[config.mk]
export PLATFORM = sky130hd
export DESIGN_NAME = ebps_sequencer
export DESIGN_NICKNAME = d
export VERILOG_FILES = /design/src/shared/ebps_pkg.sv /design/src/logic/ebps_ready_sampler.sv /design/src/logic/ebps_sequencer.sv
export SDC_FILE = /design/constraint.sdc
export NUM_CORES = 1
export LEC_CHECK = 0
export BUFFER_PORTS_ARGS = -buffer_cell sky130_fd_sc_hd__buf_2
export CAP_MARGIN = 30
export CORE_MARGIN = 2
export CORE_UTILIZATION = 52
export DETAILED_ROUTE_END_ITERATION = 10
export PLACE_DENSITY = 0.76
export SLEW_MARGIN = 0
export SYNTH_ARGS = -nofsm -noshare
export SYNTH_HDL_FRONTEND = slang
export SYNTH_SLANG_ARGS = --single-unit
[constraint.sdc]
create_clock -name REF_CLK_I -period 1.8 [get_ports REF_CLK_I]
set_input_delay 0.27 -clock REF_CLK_I [delete_from_list [all_inputs] [get_ports REF_CLK_I]]
set_output_delay 0.27 -clock REF_CLK_I [all_outputs]
set_load 0.02 [all_outputs]
[src/shared/ebps_pkg.sv]
/*
 * Package of the external bus phase sequencer: chip-select timing
 * configuration, phase encodings and the base lengths of the address setup and access phases.
 * Assumes a single cpu clock; one cpu_clock_period is one clock cycle.
 */
package ebps_pkg;

	////////////////////////////////////////////////////////////////////////
	// widths
	localparam int unsigned CNT_W = 6;   // phase counter, holds up to 32
	localparam int unsigned WIN_W = 4;   // address window identifier

	////////////////////////////////////////////////////////////////////////
	// base lengths in cpu clock periods
	localparam logic [CNT_W-1:0] ADDR_BASE_LEN   = 6'h01; // setup field 0 -> 1, 1 -> 2
	localparam logic [CNT_W-1:0] ACCESS_BASE_LEN = 6'h01; // access field 0 -> 1 ... 31 -> 32
	localparam logic [CNT_W-1:0] LAST_COUNT      = 6'h01; // counter value of a phase's last cycle

	////////////////////////////////////////////////////////////////////////
	// ready polarity codes
	localparam logic READY_ACTIVE_HIGH = 1'b1;
	localparam logic READY_ACTIVE_LOW  = 1'b0;

	// bus cycle phases, one-hot
	typedef enum logic [5:0] {
		EBPS_IDLE   = 6'h01,
		EBPS_ADDR   = 6'h02, // address_setup_phase
		EBPS_CMD    = 6'h04, // command_delay_phase
		EBPS_DATA   = 6'h08, // data_setup_tristate_phase
		EBPS_ACCESS = 6'h10, // access_phase
		EBPS_HOLD   = 6'h20  // hold_phase
	} ebps_phase_t;

	// chip_select_timing_config
	typedef struct packed {
		logic       addr_setup;   // 0: one period, 1: two periods
		logic [1:0] addr_extra;   // extra periods on a window change
		logic [1:0] cmd_delay;    // zero to three periods
		logic       data_setup;   // zero or one period
		logic [4:0] access;       // value plus one periods
		logic [1:0] hold;         // zero to three periods
		logic       ready_en;     // access phase stretched by ready
		logic       ready_pol;    // active level of the ready pin
		logic       ready_async;  // extra synchroniser stage on ready
	} ebps_cfg_t;

endpackage : ebps_pkg

[src/logic/ebps_ready_sampler.sv]
/*
 * Ready pin sampler: synchronises the ready pin and the bus reference
 * clock pin, takes the synchronous sample on each bus clock rising edge
 * or passes the value through one more stage in asynchronous mode.
 * Assumes both pins come from outside the clock domain.
 */
`timescale 1ns/1ns
`default_nettype none

module ebps_ready_sampler (
	input  wire logic clk_i,
	input  wire logic rst_b_i,
	input  wire logic ready_pin_i,
	input  wire logic bus_clk_pin_i,
	input  wire logic pol_i,
	input  wire logic async_i,
	output var  logic ready_ok_o
);

	typedef struct packed {
		logic rdy_meta;
		logic rdy_sync;
		logic rdy_extra;
		logic clk_meta;
		logic clk_sync;
		logic clk_prev;
		logic rdy_edge_smp;
		logic ok;
	} ebps_rs_state_t;

	ebps_rs_state_t s_reg;
	ebps_rs_state_t s_next;
	logic           level;

	////////////////////////////////////////////////////////////////////////
	// next state: two-stage synchronisers, edge sample, extra stage
	always_comb begin
		s_next          = s_reg;
		s_next.rdy_meta = ready_pin_i;
		s_next.rdy_sync = s_reg.rdy_meta;
		s_next.clk_meta = bus_clk_pin_i;
		s_next.clk_sync = s_reg.clk_meta;
		s_next.clk_prev = s_reg.clk_sync;
		s_next.rdy_extra = s_reg.rdy_sync;
		// sample taken at each rising edge of the bus reference clock
		if (s_reg.clk_sync && !s_reg.clk_prev) begin
			s_next.rdy_edge_smp = s_reg.rdy_sync;
		end
		level     = async_i ? s_reg.rdy_extra : s_reg.rdy_edge_smp;
		s_next.ok = (pol_i == ebps_pkg::READY_ACTIVE_HIGH) ? level : ~level;
	end

	always_ff @(posedge clk_i or negedge rst_b_i) begin
		if (!rst_b_i) begin
			s_reg <= '0;
		end else begin
			s_reg <= s_next;
		end
	end

	assign ready_ok_o = s_reg.ok;

	// async path: ok follows the extra stage one cycle later
	chk_async_stage: assert property (@(posedge clk_i) disable iff (!rst_b_i)
		async_i && $stable(async_i) && $stable(pol_i)
		|=> ready_ok_o == ($past(pol_i) ? $past(s_reg.rdy_extra) : ~$past(s_reg.rdy_extra)))
		else $error("async ready not taken from extra stage");

endmodule : ebps_ready_sampler

`default_nettype wire

[src/logic/ebps_sequencer.sv]
/*
 * External bus phase sequencer: runs each bus cycle through address setup,
 * command delay, data setup/tristate, access and hold, each counted in cpu
 * clock periods from the chip-select timing configuration, with optional
 * ready-controlled stretching of the access phase.
 * Assumes START_I and CFG_I come from logic on REF_CLK_I (50 MHz), and the
 * ready and bus reference clock pins come from outside.
 */
// Functional notes
// every bus cycle runs address setup, command, data, access, hold in order
// phase lengths come from the chip-select timing config; command delay zero to three
// with ready enabled the external module stretches access until ready is active
// address setup lasts one or two periods as configured
// a changed address window adds zero to three extra setup periods, five at most
// data setup/tristate phase lasts zero or one period
// access phase lasts one to thirty-two periods before ready waits
// hold phase lasts zero to three periods
// active level of the ready input is selectable
// synchronous ready is sampled on bus reference clock edges without extra stage
// asynchronous ready passes one extra stage, adding at least one wait
// ready inactive at sample inserts a wait; ready active ends the cycle
// a phase of zero length is skipped to the next phase
`timescale 1ns/1ns
`default_nettype none

module ebps_sequencer #(
	parameter int unsigned WIN_W = ebps_pkg::WIN_W
) (
	input  wire logic                  REF_CLK_I,
	input  wire logic                  RST_B_I,
	input  wire logic                  START_I,
	input  wire ebps_pkg::ebps_cfg_t   CFG_I,
	input  wire logic [WIN_W-1:0]      WINDOW_I,
	input  wire logic                  READY_PIN_I,
	input  wire logic                  BUS_REF_CLK_I,
	output var  logic                  BUSY_O,
	output var  ebps_pkg::ebps_phase_t PHASE_O,
	output var  logic                  DONE_O,
	output var  logic                  WAIT_STATE_O
);

	typedef struct packed {
		ebps_pkg::ebps_phase_t             phase;
		logic [ebps_pkg::CNT_W-1:0]        cnt;
		ebps_pkg::ebps_cfg_t               cfg;
		logic [WIN_W-1:0]                  last_win;
		logic                              win_valid;
		logic                              win_chg;
		logic                              done;
		logic                              waiting;
		logic                              busy;
	} ebps_seq_state_t;

	ebps_seq_state_t st_reg;
	ebps_seq_state_t st_next;
	logic            ready_ok;
	logic            access_end;
	logic            last_cycle;

	////////////////////////////////////////////////////////////////////////
	// functions

	// length of a phase in cpu clock periods
	function automatic logic [ebps_pkg::CNT_W-1:0] phase_len(
		input ebps_pkg::ebps_phase_t p,
		input ebps_pkg::ebps_cfg_t   c,
		input logic                  chg
	);
		logic [ebps_pkg::CNT_W-1:0] len;
		len = '0;
		case (p)
			ebps_pkg::EBPS_ADDR: begin
				len = ebps_pkg::ADDR_BASE_LEN + {5'h00, c.addr_setup}
					+ (chg ? {4'h0, c.addr_extra} : 6'h00);
			end
			ebps_pkg::EBPS_CMD:    len = {4'h0, c.cmd_delay};
			ebps_pkg::EBPS_DATA:   len = {5'h00, c.data_setup};
			ebps_pkg::EBPS_ACCESS: len = ebps_pkg::ACCESS_BASE_LEN + {1'b0, c.access};
			ebps_pkg::EBPS_HOLD:   len = {4'h0, c.hold};
			default:               len = '0;
		endcase
		return len;
	endfunction : phase_len

	// next phase of nonzero length after p, idle after the last
	function automatic ebps_pkg::ebps_phase_t next_phase(
		input ebps_pkg::ebps_phase_t p,
		input ebps_pkg::ebps_cfg_t   c
	);
		ebps_pkg::ebps_phase_t n;
		n = ebps_pkg::EBPS_IDLE;
		case (p)
			ebps_pkg::EBPS_IDLE: n = ebps_pkg::EBPS_ADDR;
			ebps_pkg::EBPS_ADDR: begin
				if (c.cmd_delay != 2'h0) n = ebps_pkg::EBPS_CMD;
				else if (c.data_setup) n = ebps_pkg::EBPS_DATA;
				else n = ebps_pkg::EBPS_ACCESS;
			end
			ebps_pkg::EBPS_CMD: begin
				if (c.data_setup) n = ebps_pkg::EBPS_DATA;
				else n = ebps_pkg::EBPS_ACCESS;
			end
			ebps_pkg::EBPS_DATA: n = ebps_pkg::EBPS_ACCESS;
			ebps_pkg::EBPS_ACCESS: begin
				if (c.hold != 2'h0) n = ebps_pkg::EBPS_HOLD;
				else n = ebps_pkg::EBPS_IDLE;
			end
			default: n = ebps_pkg::EBPS_IDLE;
		endcase
		return n;
	endfunction : next_phase

	////////////////////////////////////////////////////////////////////////
	// ready pin sampling
	ebps_ready_sampler u_ready (
		.clk_i         (REF_CLK_I),
		.rst_b_i       (RST_B_I),
		.ready_pin_i   (READY_PIN_I),
		.bus_clk_pin_i (BUS_REF_CLK_I),
		.pol_i         (st_reg.cfg.ready_pol),
		.async_i       (st_reg.cfg.ready_async),
		.ready_ok_o    (ready_ok)
	);

	////////////////////////////////////////////////////////////////////////
	// phase sequencing
	always_comb begin
		st_next         = st_reg;
		st_next.done    = 1'b0;
		st_next.waiting = 1'b0;
		last_cycle      = (st_reg.cnt == ebps_pkg::LAST_COUNT);
		access_end      = !st_reg.cfg.ready_en || ready_ok;
		case (st_reg.phase)
			ebps_pkg::EBPS_IDLE: begin
				// a new cycle latches its configuration and window
				if (START_I) begin
					st_next.cfg       = CFG_I;
					st_next.win_chg   = !st_reg.win_valid || (WINDOW_I != st_reg.last_win);
					st_next.last_win  = WINDOW_I;
					st_next.win_valid = 1'b1;
					st_next.phase     = ebps_pkg::EBPS_ADDR;
					st_next.cnt       = phase_len(ebps_pkg::EBPS_ADDR, CFG_I,
						!st_reg.win_valid || (WINDOW_I != st_reg.last_win));
				end
			end
			ebps_pkg::EBPS_ADDR,
			ebps_pkg::EBPS_CMD,
			ebps_pkg::EBPS_DATA,
			ebps_pkg::EBPS_HOLD: begin
				if (!last_cycle) begin
					st_next.cnt = st_reg.cnt - ebps_pkg::LAST_COUNT;
				end else begin
					st_next.phase = next_phase(st_reg.phase, st_reg.cfg);
					st_next.cnt   = phase_len(next_phase(st_reg.phase, st_reg.cfg), st_reg.cfg, st_reg.win_chg);
					st_next.done  = (next_phase(st_reg.phase, st_reg.cfg) == ebps_pkg::EBPS_IDLE);
				end
			end
			ebps_pkg::EBPS_ACCESS: begin
				if (!last_cycle) begin
					st_next.cnt = st_reg.cnt - ebps_pkg::LAST_COUNT;
				end else if (!access_end) begin
					st_next.waiting = 1'b1;
				end else begin
					st_next.phase = next_phase(st_reg.phase, st_reg.cfg);
					st_next.cnt   = phase_len(next_phase(st_reg.phase, st_reg.cfg), st_reg.cfg, st_reg.win_chg);
					st_next.done  = (next_phase(st_reg.phase, st_reg.cfg) == ebps_pkg::EBPS_IDLE);
				end
			end
			default: begin
				st_next.phase = ebps_pkg::EBPS_IDLE;
				st_next.cnt   = '0;
			end
		endcase
		// busy is kept in a flip-flop so the output needs no decode
		st_next.busy = (st_next.phase != ebps_pkg::EBPS_IDLE);
	end

	always_ff @(posedge REF_CLK_I or negedge RST_B_I) begin
		if (!RST_B_I) begin
			st_reg       <= '0;
			st_reg.phase <= ebps_pkg::EBPS_IDLE;
		end else begin
			st_reg <= st_next;
		end
	end

	////////////////////////////////////////////////////////////////////////
	// outputs, straight from the state flip-flops
	assign PHASE_O      = st_reg.phase;
	assign BUSY_O       = st_reg.busy;
	assign DONE_O       = st_reg.done;
	assign WAIT_STATE_O = st_reg.waiting;

	////////////////////////////////////////////////////////////////////////
	// checks
	chk_start_addr: assert property (@(posedge REF_CLK_I) disable iff (!RST_B_I)
		st_reg.phase == ebps_pkg::EBPS_IDLE && START_I |=> st_reg.phase == ebps_pkg::EBPS_ADDR)
		else $error("cycle did not open with address setup");

	chk_addr_next: assert property (@(posedge REF_CLK_I) disable iff (!RST_B_I)
		st_reg.phase == ebps_pkg::EBPS_ADDR && st_reg.cnt == 6'h01
		|=> st_reg.phase inside {ebps_pkg::EBPS_CMD, ebps_pkg::EBPS_DATA, ebps_pkg::EBPS_ACCESS})
		else $error("address setup left out of order");

	chk_addr_length: assert property (@(posedge REF_CLK_I) disable iff (!RST_B_I)
		$changed(st_reg.phase) && st_reg.phase == ebps_pkg::EBPS_ADDR
		|-> st_reg.cnt == 6'h01 + st_reg.cfg.addr_setup + (st_reg.win_chg ? st_reg.cfg.addr_extra : 2'h0))
		else $error("address setup length wrong");

	chk_cmd_length: assert property (@(posedge REF_CLK_I) disable iff (!RST_B_I)
		$changed(st_reg.phase) && st_reg.phase == ebps_pkg::EBPS_CMD |-> st_reg.cnt == {4'h0, st_reg.cfg.cmd_delay})
		else $error("command delay length wrong");

	chk_data_length: assert property (@(posedge REF_CLK_I) disable iff (!RST_B_I)
		$changed(st_reg.phase) && st_reg.phase == ebps_pkg::EBPS_DATA |-> st_reg.cfg.data_setup && st_reg.cnt == 6'h01)
		else $error("data setup entered wrongly");

	chk_access_length: assert property (@(posedge REF_CLK_I) disable iff (!RST_B_I)
		$changed(st_reg.phase) && st_reg.phase == ebps_pkg::EBPS_ACCESS |-> st_reg.cnt == st_reg.cfg.access + 6'h01)
		else $error("access length wrong");

	chk_hold_length: assert property (@(posedge REF_CLK_I) disable iff (!RST_B_I)
		$changed(st_reg.phase) && st_reg.phase == ebps_pkg::EBPS_HOLD |-> st_reg.cnt == {4'h0, st_reg.cfg.hold})
		else $error("hold length wrong");

	chk_ready_wait: assert property (@(posedge REF_CLK_I) disable iff (!RST_B_I)
		st_reg.phase == ebps_pkg::EBPS_ACCESS && st_reg.cnt == 6'h01 && st_reg.cfg.ready_en && !ready_ok
		|=> st_reg.phase == ebps_pkg::EBPS_ACCESS && WAIT_STATE_O)
		else $error("ready inactive did not insert a wait");

	chk_skip_hold: assert property (@(posedge REF_CLK_I) disable iff (!RST_B_I)
		st_reg.phase == ebps_pkg::EBPS_ACCESS && st_reg.cnt == 6'h01 && (!st_reg.cfg.ready_en || ready_ok)
		&& st_reg.cfg.hold == 2'h0 |=> st_reg.phase == ebps_pkg::EBPS_IDLE && DONE_O)
		else $error("zero hold not skipped");

endmodule : ebps_sequencer

`default_nettype wire

==> metrics, run 1 <==
outcome=finished, violations left; CTS Root Cell=clkbuf_8; DRC=0; min cycle time layout=1.89 ns; die width=74.5 µm; initial core utilization=0.544; post-synth design cell area=0.00259 mm²; post-synthesis mux area share=0.117; crit path DAT=2.13 ns; Post-Synth XOR/XNOR Area=0.0271; Tcrit/Tclk final=1.05; Ys Warns=0; GRT Resource Usage Total=0.237; FFs w/ async S/R, synth=1.00; PortBufs=33; vias in the first global route=1,994; wire length per cell=18.6 µm; global route overflow=0; RePlAce Congestion=0.942; Post-Synth Adder-Cell Area=0.0339; largest net degree at the start of global routing=26; max_slew headroom=0.657; CTS H-tree lvls=2; Yosys top cell area share=0.426; hold crit path type=in2reg; VDD IR-drop max=0.765 mV; FP Rows=25; total die area=0.00555 mm²; DP Area=0.00301 mm²; Post-DP HPWL=4340 µm; core area=0.00475 mm²; Synth Register Bits=45; Worst-Margin Slew=0.515 ns; fin util=0.738; Max FO, Critical Path=7; design area=0.00351 mm²; Max Fclk=0.529 GHz; Die H=74.5 µm; drt first pass iters=4; Mapped Cells=229; Commonest cells post-synth=dfrtp_1 (44), mux2_4 (18), nand2_1 (13); cell with the most instances after synthesis=dfrtp_1; CP endpoint kind=flip-flop; Layout area overhead=35.8%; RSZ-0062 raised after global routing=true; Final nets=335; TritonCTS clock tree=done; final WL=6910 µm; ratio of cells with drive above 1 in the final layout=0.536; Synth cell types=64; max reg flops=28; max_cap viols=0; Worst Path Class, Setup=reg2reg; Max Slew Vio Count=0; via count=2,174; initial antenna violation count=0; Syn Area/Cell=11.3 µm²; failing checks=setup timing; Simple-Gate Fraction of Synth Area=0.162; antenna cells=0; initial DRC count=236; Synth Area in Compound Gates=0.152; CP Launch Type=flip-flop; Main synth FF type=dfrtp_1; area leader, netlist=dfrtp_1; final setup fails=25; Seq/Total Area, Yosys=0.436; io pins=34; vias per cell=5.86; Final Worst Setup Slack=-0.0887 ns; count of flip-flops with a built-in enable after synthesis=0; synth top area cells=dfrtp_1 (43%), mux2_4 (10%), ha_1 (3.4%), buf_6 (2.2%), buf_4 (2.0%); clock buffer depth=2; Hold Vio Cnt, Final=0; largest family of logic cells by synthesized area=simple AND/OR/NAND/NOR gates; later-pin clock latency in the skew report=0.30 ns; LEAKAGE=1.66 nW; syn nets=261; Final ANT Viol Nets=0; Data required, critical path=2.04 ns; first-pass GRT wire length=9670 µm; clk slew on worst S/H paths=0.09 ns; pwr dens=1510 mW/mm²; clock skew=0.0110 ns; clock sinks=45; CTS buffer count=5
==> worst paths after layout <==
check	cells past startpoint	endpoint	start	slack, ns
worst max-delay path	6	st_reg[27]	PHASE_O[5]	-0.09
worst min-delay path	1	u_ready.s_next[3]	BUS_REF_CLK_I	0.07
worst max register to register	6	st_reg[27]	PHASE_O[5]	-0.09
worst min register to register	0	u_ready.s_next[5]	u_ready.s_next[6]	0.36
max in group asynchronous	3	st_reg[14]	RST_B_I	0.82
min in group asynchronous	2	st_reg[10]	RST_B_I	0.46
==> final cells by class <==
| cell class | instances | area (µm²) |
|---|---|---|
| well taps | 67 | 83.8 |
| clock buffers | 7 | 96.3 |
| multi-input cells | 153 | 1480 |
| fillers | 318 | 1240 |
| flip-flops and latches | 45 | 1130 |
| clock inverters | 1 | 8.76 |
| repair buffers | 86 | 666 |
| inverters | 12 | 45.0 |
==> per-stage QoR <==
stage | setup WS [ns] | power (mW) | instances | hold WS, ns | TNS, ns
after floorplan | 0.0145 | 3.32 | 229 | -0.0256 | 0
after global placement | -0.0542 | 3.96 | 349 | 0.257 | -0.112
after detailed placement | -0.0884 | 4.02 | 349 | 0.269 | -0.220
after CTS | -0.0337 | 4.86 | 360 | 0.0663 | -0.0337
after global routing | -0.165 | 5.62 | 371 | 0.0555 | -1.99
final | -0.0887 | 5.31 | 371 | 0.0734 | -0.830
==> layer usage <==
| layer | global-route usage | part of all wire | routed length, µm |
|---|---|---|---|
| met5 | 0 | 0 | 0 |
| met4 | 0.0893 | 0.024 | 166 |
| met2 | 0.368 | 0.49 | 3410 |
| met1 | 0.325 | 0.42 | 2910 |
| met3 | 0.0528 | 0.062 | 429 |
==> where the power goes <==
group / internal [mW] / switching, mW / total, mW
registers: 1.36 / 0.339 / 1.70
clock network: 0.355 / 0.361 / 0.716
logic: 1.56 / 1.33 / 2.90
==> critical path, stage by stage (launching register included) <==
cell,delay (ns)
dfrtp_2,0.47
buf_4,0.17
nor4_4,0.26
a32oi_1,0.13
o21a_2,0.31
o31ai_1,0.32
a211o_1,0.16
==> what timing repair did <==
action	CTS	global route
resized for setup	17	32
hold endpoints to repair	19	0
endpoints found under the setup margin	18	29
cloned	0	2
buffers inserted	2	9
hold buffers	1	0
pin swaps	7	14
==> logic make-up (layout without fill, tap and decap cells) <==
group                      after synthesis  in the layout
and+or+nand+nor                         67             67
muxes                                   21             21
DFF                                     45             45
buffers and inverters                   31            106
xor gates and xnor gates                 8              8
adders and majority gates                7              7
AOI/OAI and AO/OA                       50             50
==> placed cells by master, fill, tap and decap left out, types with 3 or more instances in the layout <==
cell type	count
buf_2	33
nand2_2	3
xor2_1	4
o211ai_1	3
nand3_2	4
nor3_1	6
o21ai_0	5
nor3_2	5
dfrtp_1	39
buf_6	4
nand2b_1	4
nand3_1	3
o21ai_1	4
mux2_4	18
nor2_1	4
dfrtp_2	5
nand2_1	10
buf_12	4
xnor2_1	4
buf_4	42
o211a_1	4
inv_1	10
nor2b_1	4
ha_1	4
clkbuf_8	7
nor4_4	4
o31ai_1	4
Note: power is estimated with default switching activity, not from simulation.
==> run 2, diff against run 1 <==
--- a/config.mk
+++ b/config.mk
@@ -8,10 +8,12 @@
 export BUFFER_PORTS_ARGS = -buffer_cell sky130_fd_sc_hd__buf_2
 export CAP_MARGIN = 30
 export CORE_MARGIN = 2
-export CORE_UTILIZATION = 52
+export CORE_UTILIZATION = 51
 export DETAILED_ROUTE_END_ITERATION = 10
-export PLACE_DENSITY = 0.76
+export PLACE_DENSITY = 0.75
+export REMOVE_ABC_BUFFERS = 1
 export SLEW_MARGIN = 0
 export SYNTH_ARGS = -nofsm -noshare
 export SYNTH_HDL_FRONTEND = slang
+export SYNTH_HIERARCHICAL = 1
 export SYNTH_SLANG_ARGS = --single-unit
==> run 2 against run 1 <==
  * The flow still finishes with violations (setup timing)
  * Die area down 4.6%
  * Worst hold slack worse by 0.0025 ns
  * Total power down 18%
  * First-iteration DRC count down 6.8%
  * Worst setup slack worse by 0.34 ns
  * Critical path type unchanged
  * Critical endpoint is now st_reg[26]
  * Largest cell class unchanged
  * Largest power group unchanged
==> metrics, run 2 <==
ratio of cells with drive above 1 in the final layout=0.333; Worst Path Class, Setup=reg2reg; clock skew=0.00601 ns; vias in the first global route=1,984; cell with the most instances after synthesis=nand2_1; global route overflow=0; hold crit path type=in2reg; max_cap viols=0; Synth Area in Compound Gates=0.134; synth top area cells=dfrtp_1 (46%), nand2_1 (11%), ha_1 (3.6%), inv_1 (2.3%), buf_4 (2.2%); Seq/Total Area, Yosys=0.467; count of flip-flops with a built-in enable after synthesis=0; post-synthesis mux area share=0.0104; slowest CP cell=or4_4; most frequent cells in the layout=nand2_1 (66), dfrtp_1 (40), buf_2 (33); PortBufs=33; Max Fclk=0.449 GHz; largest net degree at the start of global routing=27; first-pass GRT wire length=9190 µm; largest family of logic cells by synthesized area=simple AND/OR/NAND/NOR gates; Simple-Gate Fraction of Synth Area=0.259; commonest non-fill, non-tap cell in the layout=nand2_1; Syn Area/Cell=9.46 µm²; worst path cell trace=a22o_1 > or4_4 > nand2_4 > ha_4 > inv_2 > ha_4 > and2_4 > a221oi_2 > o221ai_1; via count=2,106; CTS Root Cell=clkbuf_8; Ys Warns=6; DRC=0; clock buffer depth=2; drt first pass iters=5; clk slew on worst S/H paths=0.09 ns; CP Launch Type=flip-flop; max reg flops=28; most used cell, CP=ha_4; min cycle time layout=2.23 ns; GRT Resource Usage Total=0.227; initial DRC count=220; later-pin clock latency in the skew report=0.30 ns; RePlAce Congestion=0.875; max_slew headroom=0.676; Post-Synth Adder-Cell Area=0.0363; final setup fails=2; Hold Vio Cnt, Final=0; Final nets=346; crit path DAT=2.39 ns; Final ANT Viol Nets=0; Layout area overhead=25.3%; area leader, netlist=dfrtp_1; vias per cell=5.71; RSZ-0062 raised after global routing=true; total die area=0.00530 mm²; Tcrit/Tclk final=1.24; clock sinks=45; Main synth FF type=dfrtp_1; antenna cells=0; FP Rows=25; initial core utilization=0.521; die width=72.8 µm; LEAKAGE=1.48 nW; TritonCTS clock tree=done; Worst-Margin Slew=0.487 ns; CP endpoint kind=flip-flop; CTS buffer count=5; initial antenna violation count=0; FFs w/ async S/R, synth=1.00; Yosys top cell area share=0.456; slowest stage delay, CP=0.56 ns; Synth Register Bits=45; Max FO, Critical Path=3; Mapped Cells=255; Data required, critical path=1.96 ns; Post-Synth XOR/XNOR Area=0.0290; post-synth design cell area=0.00241 mm²; failing checks=setup timing; Commonest cells post-synth=nand2_1 (68), dfrtp_1 (44), inv_1 (15); final WL=5850 µm; setup TNS=-0.573 ns; Max Slew Vio Count=0; outcome=finished, violations left; VDD IR-drop max=0.810 mV; CTS H-tree lvls=2; pwr dens=1430 mW/mm²; wire length per cell=15.9 µm; Synth cell types=51; io pins=34; core area=0.00463 mm²; Post-DP HPWL=4000 µm; Die H=72.8 µm; Final Worst Setup Slack=-0.426 ns; fin util=0.654
==> run 2: changes by cell type in the layout (fill, tap and decap cells not counted), sizes merged, moves of 4 or more <==
cell   change
nor2       +6
nand2     +54
nor3       -7
buf       -18
mux2      -18
nor4       -4
nand4      +4
==> run 2: final timing paths <==
| path | slack [ns] | cells after the start | to | startpoint |
|---|---|---|---|---|
| max in group asynchronous | 0.83 | 3 | PHASE_O[3] | RST_B_I |
| max | -0.43 | 9 | st_reg[26] | st_reg[6] |
| max reg2reg | -0.43 | 9 | st_reg[26] | st_reg[6] |
| min reg2reg | 0.36 | 0 | u_ready/s_next[2] | u_ready/s_next[3] |
| min in group asynchronous | 0.46 | 2 | DONE_O | RST_B_I |
| min | 0.07 | 1 | u_ready/s_next[6] | READY_PIN_I |
==> run 2: layout make-up <==
class / instances / area, µm²
timing repair buffer: 66 / 448
multi-input combinational: 181 / 1230
fill: 365 / 1600
clock buffer: 6 / 72.6
clock inverter: 2 / 15.0
sequential: 45 / 1130
inverter: 15 / 56.3
tap: 54 / 67.6
==> run 2: logic make-up (layout without fill, tap and decap cells) <==
group | count (synthesis) | count (layout)
flops | 45 | 45
fa+ha+maj | 7 | 7
xor+xnor | 8 | 8
compound gates | 39 | 39
buf+inv | 29 | 89
mux | 2 | 2
simple gates | 125 | 125
==> run 2: what timing repair did <==
action	in CTS	in global routing
gates resized for setup	15	15
endpoints found under the hold margin	18	0
endpoints found under the setup margin	6	31
buffers inserted	4	6
hold buffers	1	0
pin swaps	5	12
==> run 2: per-layer routing <==
| metal | GRT usage | part of all wire | vias to the layer above | wire length [µm] |
|---|---|---|---|---|
| met5 | 0 | 0 | - | 0 |
| met4 | 0.0885 | 0.014 | 0 | 83 |
| met3 | 0.0345 | 0.046 | 12 | 268 |
| met2 | 0.378 | 0.52 | 65 | 3070 |
| met1 | 0.298 | 0.42 | 1035 | 2430 |
| li1 | - | - | 994 | - |
==> run 2: power by group <==
| group | internal (mW) | switching, mW |
|---|---|---|
| clock | 0.274 | 0.353 |
| sequential | 1.35 | 0.331 |
| combinational | 0.960 | 1.07 |
| total | 2.59 | 1.76 |
==> run 2: metrics by stage <==
| step | power, mW | setup WS [ns] | instances | hold WS, ns | area [µm²] |
|---|---|---|---|---|---|
| floorplan | 2.77 | -0.377 | 241 | -0.0256 | 2310 |
| global placement | 3.34 | -0.479 | 350 | 0.254 | 2740 |
| detailed placement | 3.43 | -0.534 | 350 | 0.260 | 2740 |
| CTS | 4.13 | -0.351 | 363 | 0.0677 | 2930 |
| global route | 4.63 | -0.482 | 369 | 0.0644 | 3030 |
| finish | 4.34 | -0.426 | 369 | 0.0709 | 3030 |
==> run 2: critical path: cells and delay by family, from the launching register on <==
kind	cells	cell delay [ns]
AND/OR/NAND/NOR	3	0.78
AO/OA/AOI/OAI	3	0.52
flip-flops	1	0.41
adder cells (fa/ha/maj)	2	0.33
buffers and inverters	1	0.04
